`src/irq_ctrl_regs.svh`:
```
`ifndef IRQ_CTRL_REGS_SVH
`define IRQ_CTRL_REGS_SVH

// ----------------------------------------------------------------------
// Register byte addresses
// ----------------------------------------------------------------------
`define ADDR_INT_STATUS 12'h058
`define ADDR_INT_ENABLE 12'h05c
`define ADDR_PIN_CONFIG 12'h100
`define ADDR_EVT_STICKY 12'h104
`define ADDR_EVT_MASK 12'h108

// ----------------------------------------------------------------------
// Status and enable bit positions (shared layout)
// ----------------------------------------------------------------------
`define BIT_SOFTWARE 31
`define BIT_READY 30
`define BIT_TIMESTAMP 29
`define BIT_FABRIC 28
`define BIT_PHY2 27
`define BIT_PHY1 26
`define BIT_TIMER_WRAP 19
`define BIT_PIN_IO 12
`define IMPL_MASK 32'hfc08_1000

// ----------------------------------------------------------------------
// Pin configuration bit positions
// ----------------------------------------------------------------------
`define CFG_PUSH_PULL 0
`define CFG_POLARITY 4
`define CFG_PIN_ENABLE 8
`define CFG_MASTER 12
`define CFG_HOLDOFF_ACTIVE 13
`define CFG_HOLDOFF_RESTART 14
`define CFG_HOLDOFF_LSB 24

// ----------------------------------------------------------------------
// Reset values
// ----------------------------------------------------------------------
`define ENABLE_RESET 32'h0000_0000
`define EVT_MASK_RESET 32'h0000_0000
`define HOLDOFF_LEN_RESET 8'h00

// ----------------------------------------------------------------------
// Timing
// ----------------------------------------------------------------------
`define CLK_PERIOD_NS 8
`define HOLDOFF_UNIT_NS 100000
`define HOLDOFF_UNIT_CYCLES ((`HOLDOFF_UNIT_NS + `CLK_PERIOD_NS - 1) / `CLK_PERIOD_NS)

`define RESP_OKAY 2'h0
`define RESP_SLVERR 2'h2

`endif

```
`src/irq_ctrl_pkg.sv`:
```
package irq_ctrl_pkg;

    typedef enum logic [0:0] {
        HOLD_IDLE,
        HOLD_RUN
    } holdoff_state_t;

    typedef struct packed {
        logic aw_got;
        logic [11:0] awaddr;
        logic w_got;
        logic [31:0] wdata;
        logic [3:0] wstrb;
        logic bvalid;
        logic [1:0] bresp;
        logic rvalid;
        logic [31:0] rdata;
        logic [1:0] rresp;
    } slave_state_t;

    typedef struct packed {
        logic ready_armed;
        logic sw_flag;
        logic ready_flag;
        logic wrap_flag;
        logic [31:0] enable;
        logic pin_push_pull;
        logic pin_polarity;
        logic pin_enable;
        logic [7:0] holdoff_len;
        holdoff_state_t hstate;
        logic [13:0] tick_cnt;
        logic [7:0] units_left;
        logic line;
        logic [31:0] status_prev;
        logic [31:0] evt_sticky;
        logic [31:0] evt_mask;
        logic pin_out;
        logic pin_oe;
        logic evt_irq;
    } main_state_t;

endpackage

```
`src/system_interrupt_status_enable.sv`:
```
// Added by the designer: register access over AXI4-Lite.
`timescale 1ns/10ps
`include "irq_ctrl_regs.svh"

// Overview of operation
// - Each status bit reads 1 while its condition holds, regardless of enable.
// - Software, ready and timer status bits clear when software writes one.
// - Setting the software enable bit sets software status bit 31.
// - Ready bit 30 sets once the device is accessible after reset.
// - Bit 29 mirrors the time-stamp unit pending event; writes ignored.
// - Bit 28 mirrors the switch fabric pending interrupt; writes ignored.
// - Bit 27 mirrors the second port PHY interrupt; writes ignored.
// - Bit 26 mirrors the first port PHY interrupt; writes ignored.
// - Bit 19 sets when the general timer wraps past zero; write one clears.
// - Bit 12 mirrors the general I/O pending interrupt; writes ignored.
// - Internal interrupt line is high while any status and enable pair set.
// - Enable register uses the same bit positions as the status register.
// - Enable bits are read-write and reset to zero.
// - Pin enable bit 8 gates the pin; status keeps working when clear.
// - Read-only bit 12 of configuration shows the internal line state.
// - Hold-off interval withholds the pin, shown by bit 13; bit 14 restarts.
// - Bit 4 selects active-high pin; open-drain pin is always active-low.
module system_interrupt_status_enable #(
    parameter int unsigned HOLDOFF_UNIT_CYCLES = `HOLDOFF_UNIT_CYCLES
) (
    input wire logic clk,
    input wire logic nrst,
    input wire logic awvalid,
    output logic awready,
    input wire logic [11:0] awaddr,
    input wire logic [2:0] awprot,
    input wire logic wvalid,
    output logic wready,
    input wire logic [31:0] wdata,
    input wire logic [3:0] wstrb,
    output logic bvalid,
    input wire logic bready,
    output logic [1:0] bresp,
    input wire logic arvalid,
    output logic arready,
    input wire logic [11:0] araddr,
    input wire logic [2:0] arprot,
    output logic rvalid,
    input wire logic rready,
    output logic [31:0] rdata,
    output logic [1:0] rresp,
    input wire logic timestamp_unit_event,
    input wire logic fabric_pending_event,
    input wire logic second_port_phy_event,
    input wire logic first_port_phy_event,
    input wire logic pin_io_event,
    input wire logic timer_wrap_pulse,
    output logic irq_line,
    output logic irq_pin_out,
    output logic irq_pin_oe,
    output logic event_irq
);

    localparam logic [13:0] UNIT_LAST = 14'(HOLDOFF_UNIT_CYCLES - 1);

    irq_ctrl_pkg::main_state_t st_r;
    irq_ctrl_pkg::main_state_t st_nxt;

    logic wr_en;
    logic [11:0] wr_addr;
    logic [31:0] wr_data;
    logic [3:0] wr_strb;
    logic wr_ok;
    logic rd_en;
    logic [11:0] rd_addr;
    logic [31:0] rd_data;
    logic rd_ok;
    logic [31:0] status_word;
    logic line_now;
    logic holdoff_on;

    // ------------------------------------------------------------------
    // Helpers
    // ------------------------------------------------------------------
    function automatic logic [31:0] strb_mask(input logic [3:0] s);
        return {{8{s[3]}}, {8{s[2]}}, {8{s[1]}}, {8{s[0]}}};
    endfunction

    function automatic logic is_mapped(input logic [11:0] a);
        case (a)
            `ADDR_INT_STATUS: return 1'b1;
            `ADDR_INT_ENABLE: return 1'b1;
            `ADDR_PIN_CONFIG: return 1'b1;
            `ADDR_EVT_STICKY: return 1'b1;
            `ADDR_EVT_MASK: return 1'b1;
            default: return 1'b0;
        endcase
    endfunction

    // ------------------------------------------------------------------
    // Register bus
    // ------------------------------------------------------------------
    axil_reg_slave u_bus (
        .clk(clk),
        .nrst(nrst),
        .awvalid(awvalid),
        .awready(awready),
        .awaddr(awaddr),
        .wvalid(wvalid),
        .wready(wready),
        .wdata(wdata),
        .wstrb(wstrb),
        .bvalid(bvalid),
        .bready(bready),
        .bresp(bresp),
        .arvalid(arvalid),
        .arready(arready),
        .araddr(araddr),
        .rvalid(rvalid),
        .rready(rready),
        .rdata(rdata),
        .rresp(rresp),
        .wr_en(wr_en),
        .wr_addr(wr_addr),
        .wr_data(wr_data),
        .wr_strb(wr_strb),
        .wr_ok(wr_ok),
        .rd_en(rd_en),
        .rd_addr(rd_addr),
        .rd_data(rd_data),
        .rd_ok(rd_ok)
    );

    assign wr_ok = is_mapped(wr_addr);
    assign rd_ok = is_mapped({rd_addr[11:2], 2'b00});

    // ------------------------------------------------------------------
    // Live status word
    // ------------------------------------------------------------------
    // Mirror bits are not stored here, so they drop the moment their source
    // drops and no write can touch them.
    always_comb begin
        status_word = 32'h0000_0000;
        status_word[`BIT_SOFTWARE] = st_r.sw_flag;
        status_word[`BIT_READY] = st_r.ready_flag;
        status_word[`BIT_TIMESTAMP] = timestamp_unit_event;
        status_word[`BIT_FABRIC] = fabric_pending_event;
        status_word[`BIT_PHY2] = second_port_phy_event;
        status_word[`BIT_PHY1] = first_port_phy_event;
        status_word[`BIT_TIMER_WRAP] = st_r.wrap_flag;
        status_word[`BIT_PIN_IO] = pin_io_event;
    end

    assign line_now = |(status_word & st_r.enable);
    assign holdoff_on = (st_r.hstate == irq_ctrl_pkg::HOLD_RUN);

    // ------------------------------------------------------------------
    // Read mux
    // ------------------------------------------------------------------
    always_comb begin
        rd_data = 32'h0000_0000;
        case ({rd_addr[11:2], 2'b00})
            `ADDR_INT_STATUS: rd_data = status_word & `IMPL_MASK;
            `ADDR_INT_ENABLE: rd_data = st_r.enable & `IMPL_MASK;
            `ADDR_PIN_CONFIG: begin
                rd_data[`CFG_PUSH_PULL] = st_r.pin_push_pull;
                rd_data[`CFG_POLARITY] = st_r.pin_polarity;
                rd_data[`CFG_PIN_ENABLE] = st_r.pin_enable;
                rd_data[`CFG_MASTER] = st_r.line;
                rd_data[`CFG_HOLDOFF_ACTIVE] = holdoff_on;
                rd_data[`CFG_HOLDOFF_LSB +: 8] = st_r.holdoff_len;
            end
            `ADDR_EVT_STICKY: rd_data = st_r.evt_sticky;
            `ADDR_EVT_MASK: rd_data = st_r.evt_mask;
            default: rd_data = 32'h0000_0000;
        endcase
    end

    // ------------------------------------------------------------------
    // Next state
    // ------------------------------------------------------------------
    always_comb begin
        logic [31:0] wmask;
        logic [31:0] wbits;
        logic [31:0] clr;
        logic we_sts;
        logic we_en;
        logic we_cfg;
        logic we_emask;
        logic rd_evt;
        logic sw_set;
        logic restart;
        logic pin_assert;
        wmask = strb_mask(wr_strb);
        wbits = wr_data & wmask;
        we_sts = wr_en && (wr_addr == `ADDR_INT_STATUS);
        we_en = wr_en && (wr_addr == `ADDR_INT_ENABLE);
        we_cfg = wr_en && (wr_addr == `ADDR_PIN_CONFIG);
        we_emask = wr_en && (wr_addr == `ADDR_EVT_MASK);
        rd_evt = rd_en && ({rd_addr[11:2], 2'b00} == `ADDR_EVT_STICKY);
        clr = we_sts ? wbits : 32'h0000_0000;
        sw_set = we_en && wbits[`BIT_SOFTWARE] && !st_r.enable[`BIT_SOFTWARE];
        restart = we_cfg && wbits[`CFG_HOLDOFF_RESTART];
        pin_assert = st_r.pin_enable && st_r.line && !holdoff_on;
        st_nxt = st_r;

        if (we_en) begin
            st_nxt.enable = ((st_r.enable & ~wmask) | wbits) & `IMPL_MASK;
        end

        // Only a rising enable raises the request, so a later clear is not
        // undone while software leaves the enable bit set.
        st_nxt.sw_flag = sw_set || (st_r.sw_flag && !clr[`BIT_SOFTWARE]);

        // The first edge after reset release is the first moment the bus can
        // be served, so readiness is announced then.
        if (!st_r.ready_armed) begin
            st_nxt.ready_armed = 1'b1;
            st_nxt.ready_flag = 1'b1;
        end else begin
            st_nxt.ready_flag = st_r.ready_flag && !clr[`BIT_READY];
        end

        st_nxt.wrap_flag = timer_wrap_pulse || (st_r.wrap_flag && !clr[`BIT_TIMER_WRAP]);

        if (we_cfg) begin
            if (wmask[`CFG_PUSH_PULL]) begin
                st_nxt.pin_push_pull = wr_data[`CFG_PUSH_PULL];
            end
            if (wmask[`CFG_POLARITY]) begin
                st_nxt.pin_polarity = wr_data[`CFG_POLARITY];
            end
            if (wmask[`CFG_PIN_ENABLE]) begin
                st_nxt.pin_enable = wr_data[`CFG_PIN_ENABLE];
            end
            if (wmask[`CFG_HOLDOFF_LSB]) begin
                st_nxt.holdoff_len = wr_data[`CFG_HOLDOFF_LSB +: 8];
            end
        end
        if (we_emask) begin
            st_nxt.evt_mask = (st_r.evt_mask & ~wmask) | wbits;
        end
        // A rising status bit in the same cycle as the clearing read survives.
        st_nxt.status_prev = status_word;
        st_nxt.evt_sticky = (status_word & ~st_r.status_prev)
            | (rd_evt ? 32'h0000_0000 : st_r.evt_sticky);
        st_nxt.evt_irq = |(st_nxt.evt_sticky & st_nxt.evt_mask);

        st_nxt.line = line_now;

        // Hold-off starts when the line falls, giving the receiver time to see
        // the pin go inactive before a new assertion. A zero length disables it.
        case (st_r.hstate)
            irq_ctrl_pkg::HOLD_IDLE: begin
                if ((restart || (st_r.line && !line_now)) && st_nxt.holdoff_len != 8'h00) begin
                    st_nxt.hstate = irq_ctrl_pkg::HOLD_RUN;
                    st_nxt.tick_cnt = 14'h0000;
                    st_nxt.units_left = st_nxt.holdoff_len;
                end
            end
            irq_ctrl_pkg::HOLD_RUN: begin
                if (restart) begin
                    st_nxt.tick_cnt = 14'h0000;
                    st_nxt.units_left = st_nxt.holdoff_len;
                    if (st_nxt.holdoff_len == 8'h00) begin
                        st_nxt.hstate = irq_ctrl_pkg::HOLD_IDLE;
                    end
                end else if (st_r.tick_cnt == UNIT_LAST) begin
                    st_nxt.tick_cnt = 14'h0000;
                    st_nxt.units_left = st_r.units_left - 8'h01;
                    if (st_r.units_left <= 8'h01) begin
                        st_nxt.hstate = irq_ctrl_pkg::HOLD_IDLE;
                    end
                end else begin
                    st_nxt.tick_cnt = st_r.tick_cnt + 14'h0001;
                end
            end
            default: begin
                st_nxt.hstate = irq_ctrl_pkg::HOLD_IDLE;
            end
        endcase

        if (!st_r.pin_push_pull) begin
            st_nxt.pin_out = 1'b0;
            st_nxt.pin_oe = pin_assert;
        end else begin
            st_nxt.pin_out = st_r.pin_polarity ? pin_assert : !pin_assert;
            st_nxt.pin_oe = 1'b1;
        end
    end

    // ------------------------------------------------------------------
    // State register
    // ------------------------------------------------------------------
    always_ff @(posedge clk or negedge nrst) begin
        if (!nrst) begin
            st_r <= '0;
            st_r.enable <= `ENABLE_RESET;
            st_r.evt_mask <= `EVT_MASK_RESET;
            st_r.holdoff_len <= `HOLDOFF_LEN_RESET;
            st_r.hstate <= irq_ctrl_pkg::HOLD_IDLE;
        end else begin
            st_r <= st_nxt;
        end
    end

    assign irq_line = st_r.line;
    assign irq_pin_out = st_r.pin_out;
    assign irq_pin_oe = st_r.pin_oe;
    assign event_irq = st_r.evt_irq;

endmodule

```
`src/axil_reg_slave.sv`:
```
`timescale 1ns/10ps
`include "irq_ctrl_regs.svh"

module axil_reg_slave (
    input wire logic clk,
    input wire logic nrst,
    input wire logic awvalid,
    output logic awready,
    input wire logic [11:0] awaddr,
    input wire logic wvalid,
    output logic wready,
    input wire logic [31:0] wdata,
    input wire logic [3:0] wstrb,
    output logic bvalid,
    input wire logic bready,
    output logic [1:0] bresp,
    input wire logic arvalid,
    output logic arready,
    input wire logic [11:0] araddr,
    output logic rvalid,
    input wire logic rready,
    output logic [31:0] rdata,
    output logic [1:0] rresp,
    output logic wr_en,
    output logic [11:0] wr_addr,
    output logic [31:0] wr_data,
    output logic [3:0] wr_strb,
    input wire logic wr_ok,
    output logic rd_en,
    output logic [11:0] rd_addr,
    input wire logic [31:0] rd_data,
    input wire logic rd_ok
);

    irq_ctrl_pkg::slave_state_t st_r;
    irq_ctrl_pkg::slave_state_t st_nxt;

    // A write is committed only once both address and data are held, so the
    // master may offer them in either order.
    assign awready = !st_r.aw_got && !st_r.bvalid;
    assign wready = !st_r.w_got && !st_r.bvalid;
    assign wr_en = st_r.aw_got && st_r.w_got && !st_r.bvalid;
    assign wr_addr = st_r.awaddr;
    assign wr_data = st_r.wdata;
    assign wr_strb = st_r.wstrb;
    assign arready = !st_r.rvalid;
    assign rd_en = arvalid && !st_r.rvalid;
    assign rd_addr = araddr;
    assign bvalid = st_r.bvalid;
    assign bresp = st_r.bresp;
    assign rvalid = st_r.rvalid;
    assign rdata = st_r.rdata;
    assign rresp = st_r.rresp;

    always_comb begin
        st_nxt = st_r;
        if (awvalid && awready) begin
            st_nxt.aw_got = 1'b1;
            st_nxt.awaddr = {awaddr[11:2], 2'b00};
        end
        if (wvalid && wready) begin
            st_nxt.w_got = 1'b1;
            st_nxt.wdata = wdata;
            st_nxt.wstrb = wstrb;
        end
        if (wr_en) begin
            st_nxt.aw_got = 1'b0;
            st_nxt.w_got = 1'b0;
            st_nxt.bvalid = 1'b1;
            st_nxt.bresp = wr_ok ? `RESP_OKAY : `RESP_SLVERR;
        end else if (st_r.bvalid && bready) begin
            st_nxt.bvalid = 1'b0;
        end
        if (rd_en) begin
            st_nxt.rvalid = 1'b1;
            st_nxt.rdata = rd_data;
            st_nxt.rresp = rd_ok ? `RESP_OKAY : `RESP_SLVERR;
        end else if (st_r.rvalid && rready) begin
            st_nxt.rvalid = 1'b0;
        end
    end

    always_ff @(posedge clk or negedge nrst) begin
        if (!nrst) begin
            st_r <= '0;
        end else begin
            st_r <= st_nxt;
        end
    end

endmodule

```
`config.mk`:
```
export PLATFORM = sky130hd
export DESIGN_NAME = system_interrupt_status_enable
export DESIGN_NICKNAME = d
export VERILOG_FILES = /design/src/irq_ctrl_pkg.sv /design/src/system_interrupt_status_enable.sv /design/src/axil_reg_slave.sv
export VERILOG_INCLUDE_DIRS = /design/src /design/src/src
export SDC_FILE = /design/constraint.sdc
export NUM_CORES = 1
export LEC_CHECK = 0
export CORE_ASPECT_RATIO = 1.75
export CORE_MARGIN = 3
export CORE_UTILIZATION = 35
export CTS_BUF_LIST = sky130_fd_sc_hd__clkbuf_16
export CTS_CLUSTER_DIAMETER = 150
export DETAILED_ROUTE_END_ITERATION = 10
export DONT_BUFFER_PORTS = 1
export GPL_TIMING_DRIVEN = 0
export HOLD_SLACK_MARGIN = 0.12
export PLACE_DENSITY = 0.61
export SLEW_MARGIN = 20
export SYNTH_ARGS = -nofsm -noshare
export SYNTH_HDL_FRONTEND = slang
export SYNTH_SLANG_ARGS = --single-unit
```
`constraint.sdc`:
```
create_clock -name clk -period 3 [get_ports clk]
set_input_delay 0.9 -clock clk [delete_from_list [all_inputs] [get_ports clk]]
set_output_delay 0.9 -clock clk [all_outputs]
set_load 0.02 [all_outputs]
```
==> run metrics <==
Max-Slew Margin vs Limit 44.6%; buffers added on ports 0; syn avg cell area 11.8 sq um; worst reg2reg endpoint event_irq; Die Span Y 220 microns; Skew-Pair Late Insertion Delay 0.51 ns; crit end category flip-flop; Initial Util 36.0%; final hold vios 0; Post-DP HPWL 17800 microns; number of global-route vias before repair 6591; final setup margin -0.191 ns; nets@finish 899; final core occ 41.0%; Startpoint Class flip-flop; DRT Wirelength 24100 microns; run status finished with violations; setup violators final 1; max-slew violation total from the final report 0; area taken by flip-flops and latches 0.00516 sq mm; DP Area 0.00961 sq mm; multi-input logic area 0.00362 sq mm; Worst path max stage delay 0.63 ns; Place WS -0.780 ns; Crit Path Max Fanout 8; total CTS buffers 21; critical-path cell list or4b_4 > nor4_4 > buf_6 > mux2_2 > a22oi_2 > nand2_1 > or4_4 > a2111o_1; clk_skew 0.0183 ns; Final Instance Area 0.0105 sq mm; share of cells above drive strength 1 25.5%; residual DRC count 0; post-synth top area cell dfrtp_1; fill count 2421; actual slew at the worst max-slew pin 0.832 ns; Synth Instances 780; critical path's top delay family simple AND/OR/NAND/NOR gates; share of the synthesized area in the top cell type 56.0%; DP Cell Count 1097; Layout area overhead 13.9%; synth unique cells 56; Crit path required time 3.38 ns; WS Path Type flip-flop to flip-flop; Tmin final 3.19 ns; clk sinks 206; Routed WL per cell 21.0 microns; largest cells by area after synthesis dfrtp_1, mux2_2, buf_4; failing checks setup timing; Starting DRT DRC Count 273; CTS root buffer clkbuf_16; largest net degree at the start of global routing 207; first-pass GRT wire length 37200 microns; Worst path slowest cell or4b_4; antenna violations before repair 6; Vias 6093; DR vias/cell 5.30; ys flop type dfrtp_1; Routed Antenna Nets 0; WP data arrival 3.57 ns; CTS clk-pin slew, worst paths 0.06 ns; reg-to-reg startpoint u_bus.bvalid; Non-Filler Instances 1150; Die X 129 microns; Post-synth EDFFs 0; fmax 0.313 GHz; Seq/Total Area, Yosys 56.0%; clk buf depth 3; IR drop worst, VDD 0.000322 V; GR Util All Layers 17.0%; RSZ-0062 raised after global routing true; Leak Pwr 0.00473 uW; I/O Pins 124; die area 0.0283 sq mm; CTS tree done; total gr overflow 0; PwrDens 751 mW/mm^2; maxcap violations 0; ys async rst share 100%; reg2reg path depth 8; reg-to-reg slack, setup -0.19 ns; Ys Warns 0; total negative slack -0.191 ns; Pre-antenna DRT Iters 4; FP Rows 77; CORE AREA 0.0255 sq mm; H-tree depth 1; Placer Congestion 0.845; hold crit path type primary input to asynchronous set/reset pin; Yosys reg bits 206; fin crit share 106%; Cell Area, Synth 0.00920 sq mm; WP buf/inv 1
per-stage QoR:
step / total power [uW] / hold slack [ns]
after floorplan: 4820 / 0.381
after global placement: 5230 / 0.386
after detailed placement: 5270 / 0.386
after CTS: 7920 / 0.0731
after global routing: 8250 / 0.0879
final: 7870 / 0.109
cell usage in the layout, fill, tap and decap left out, types with 4 or more instances in the layout:
master,synthesis,layout
clkbuf_16,0,21
buf_6,3,5
nor2_1,72,71
buf_4,37,47
nand4b_1,4,4
mux2_4,2,7
and2_1,31,31
nand3_1,11,11
nor4_1,7,7
a21oi_1,16,16
dfrtp_1,206,205
clkinv_2,0,6
a221oi_1,28,28
a22oi_2,2,6
o31ai_1,5,5
o32ai_1,4,4
xnor2_1,4,4
a22oi_1,15,11
a22o_1,8,8
nand2_1,46,46
inv_1,15,16
clkinv_1,0,5
nand4_1,6,6
mux2_2,102,97
o21ai_0,37,37
clkbuf_1,27,25
nand3b_1,5,5
mux2i_1,12,12
and3_1,7,7
nor4_4,4,4
nor3_1,12,12
where the power goes:
group | leakage, uW | switching (uW) | internal (uW)
logic | 0.00181 | 743 | 721
clock network | 0.000343 | 1090 | 1540
registers | 0.00258 | 501 | 3270
sequential cells by signal, indices dropped and copies added (netlist names), 2 cells and up, named ones only:
name           count
st_r             106
u_bus.rdata       32
u_bus.wr_data     32
u_bus.wr_addr     10
u_bus.wr_strb      4
st_nxt             3
u_bus.st_r         2
metal layers:
| metal | vias up | wire, microns | global-route usage [%] |
|---|---|---|---|
| met1 | 3079 | 8370 | 17.4 |
| met2 | 113 | 13800 | 33.0 |
| met4 | 8 | 724 | 6.27 |
| met3 | 47 | 1160 | 3.79 |
| li1 | 2846 | - | - |
| met5 | - | 61 | 0 |
cell families after synthesis:
logic type	synth area share [%]
muxes	14.1
AOI/OAI and AO/OA	9.94
and+or+nand+nor	13.5
DFF	56.0
other	0.0816
xor gates and xnor gates	0.571
adders and majority gates	0.408
buffers and inverters	5.36
worst max-delay path by stage:
stage	endpoint	startpoint	slack (ns)	cells past startpoint
final	event_irq	u_bus.bvalid	-0.19	8
after global routing	event_irq	u_bus.wr_addr[11]	-0.29	9
after CTS	event_irq	u_bus.bvalid	-0.26	8
after detailed placement	event_irq	u_bus.bvalid	-0.78	8
after global placement	u_bus.rdata[17]	araddr[7]	-0.76	7
after floorplan	event_irq	u_bus.bvalid	-0.14	8
cells in the mapped netlist, types with 5 or more instances:
cell type	number
a221oi_1	28
mux2_2	102
clkbuf_1	27
nand2_1	46
a22o_1	8
nand3b_1	5
and3_1	7
nor4_1	7
nor2_1	72
mux2i_1	12
nor3_1	12
buf_4	37
a21oi_1	16
nor4b_1	5
o31ai_1	5
a22oi_1	15
nand3_1	11
o21ai_0	37
dfrtp_1	206
nand4_1	6
inv_1	15
and2_1	31
layout make-up:
cell class / instances / area share, %
diodes: 2 / 0.0478
clock buffers: 21 / 5.01
flip-flops and latches: 206 / 49.2
well taps: 316 / 3.77
multi-input cells: 491 / 34.5
plain buffers: 68 / 4.08
repair buffers: 14 / 1.30
inverters: 15 / 0.537
clock inverters: 17 / 1.52
repair_timing:
item                                   CTS  global route
setup buffers                           11             2
pin swaps                                6             4
resized for setup                       11             8
setup endpoints to repair               25            23
endpoints found under the hold margin  206            83
Power figures use the tool's default switching activity.
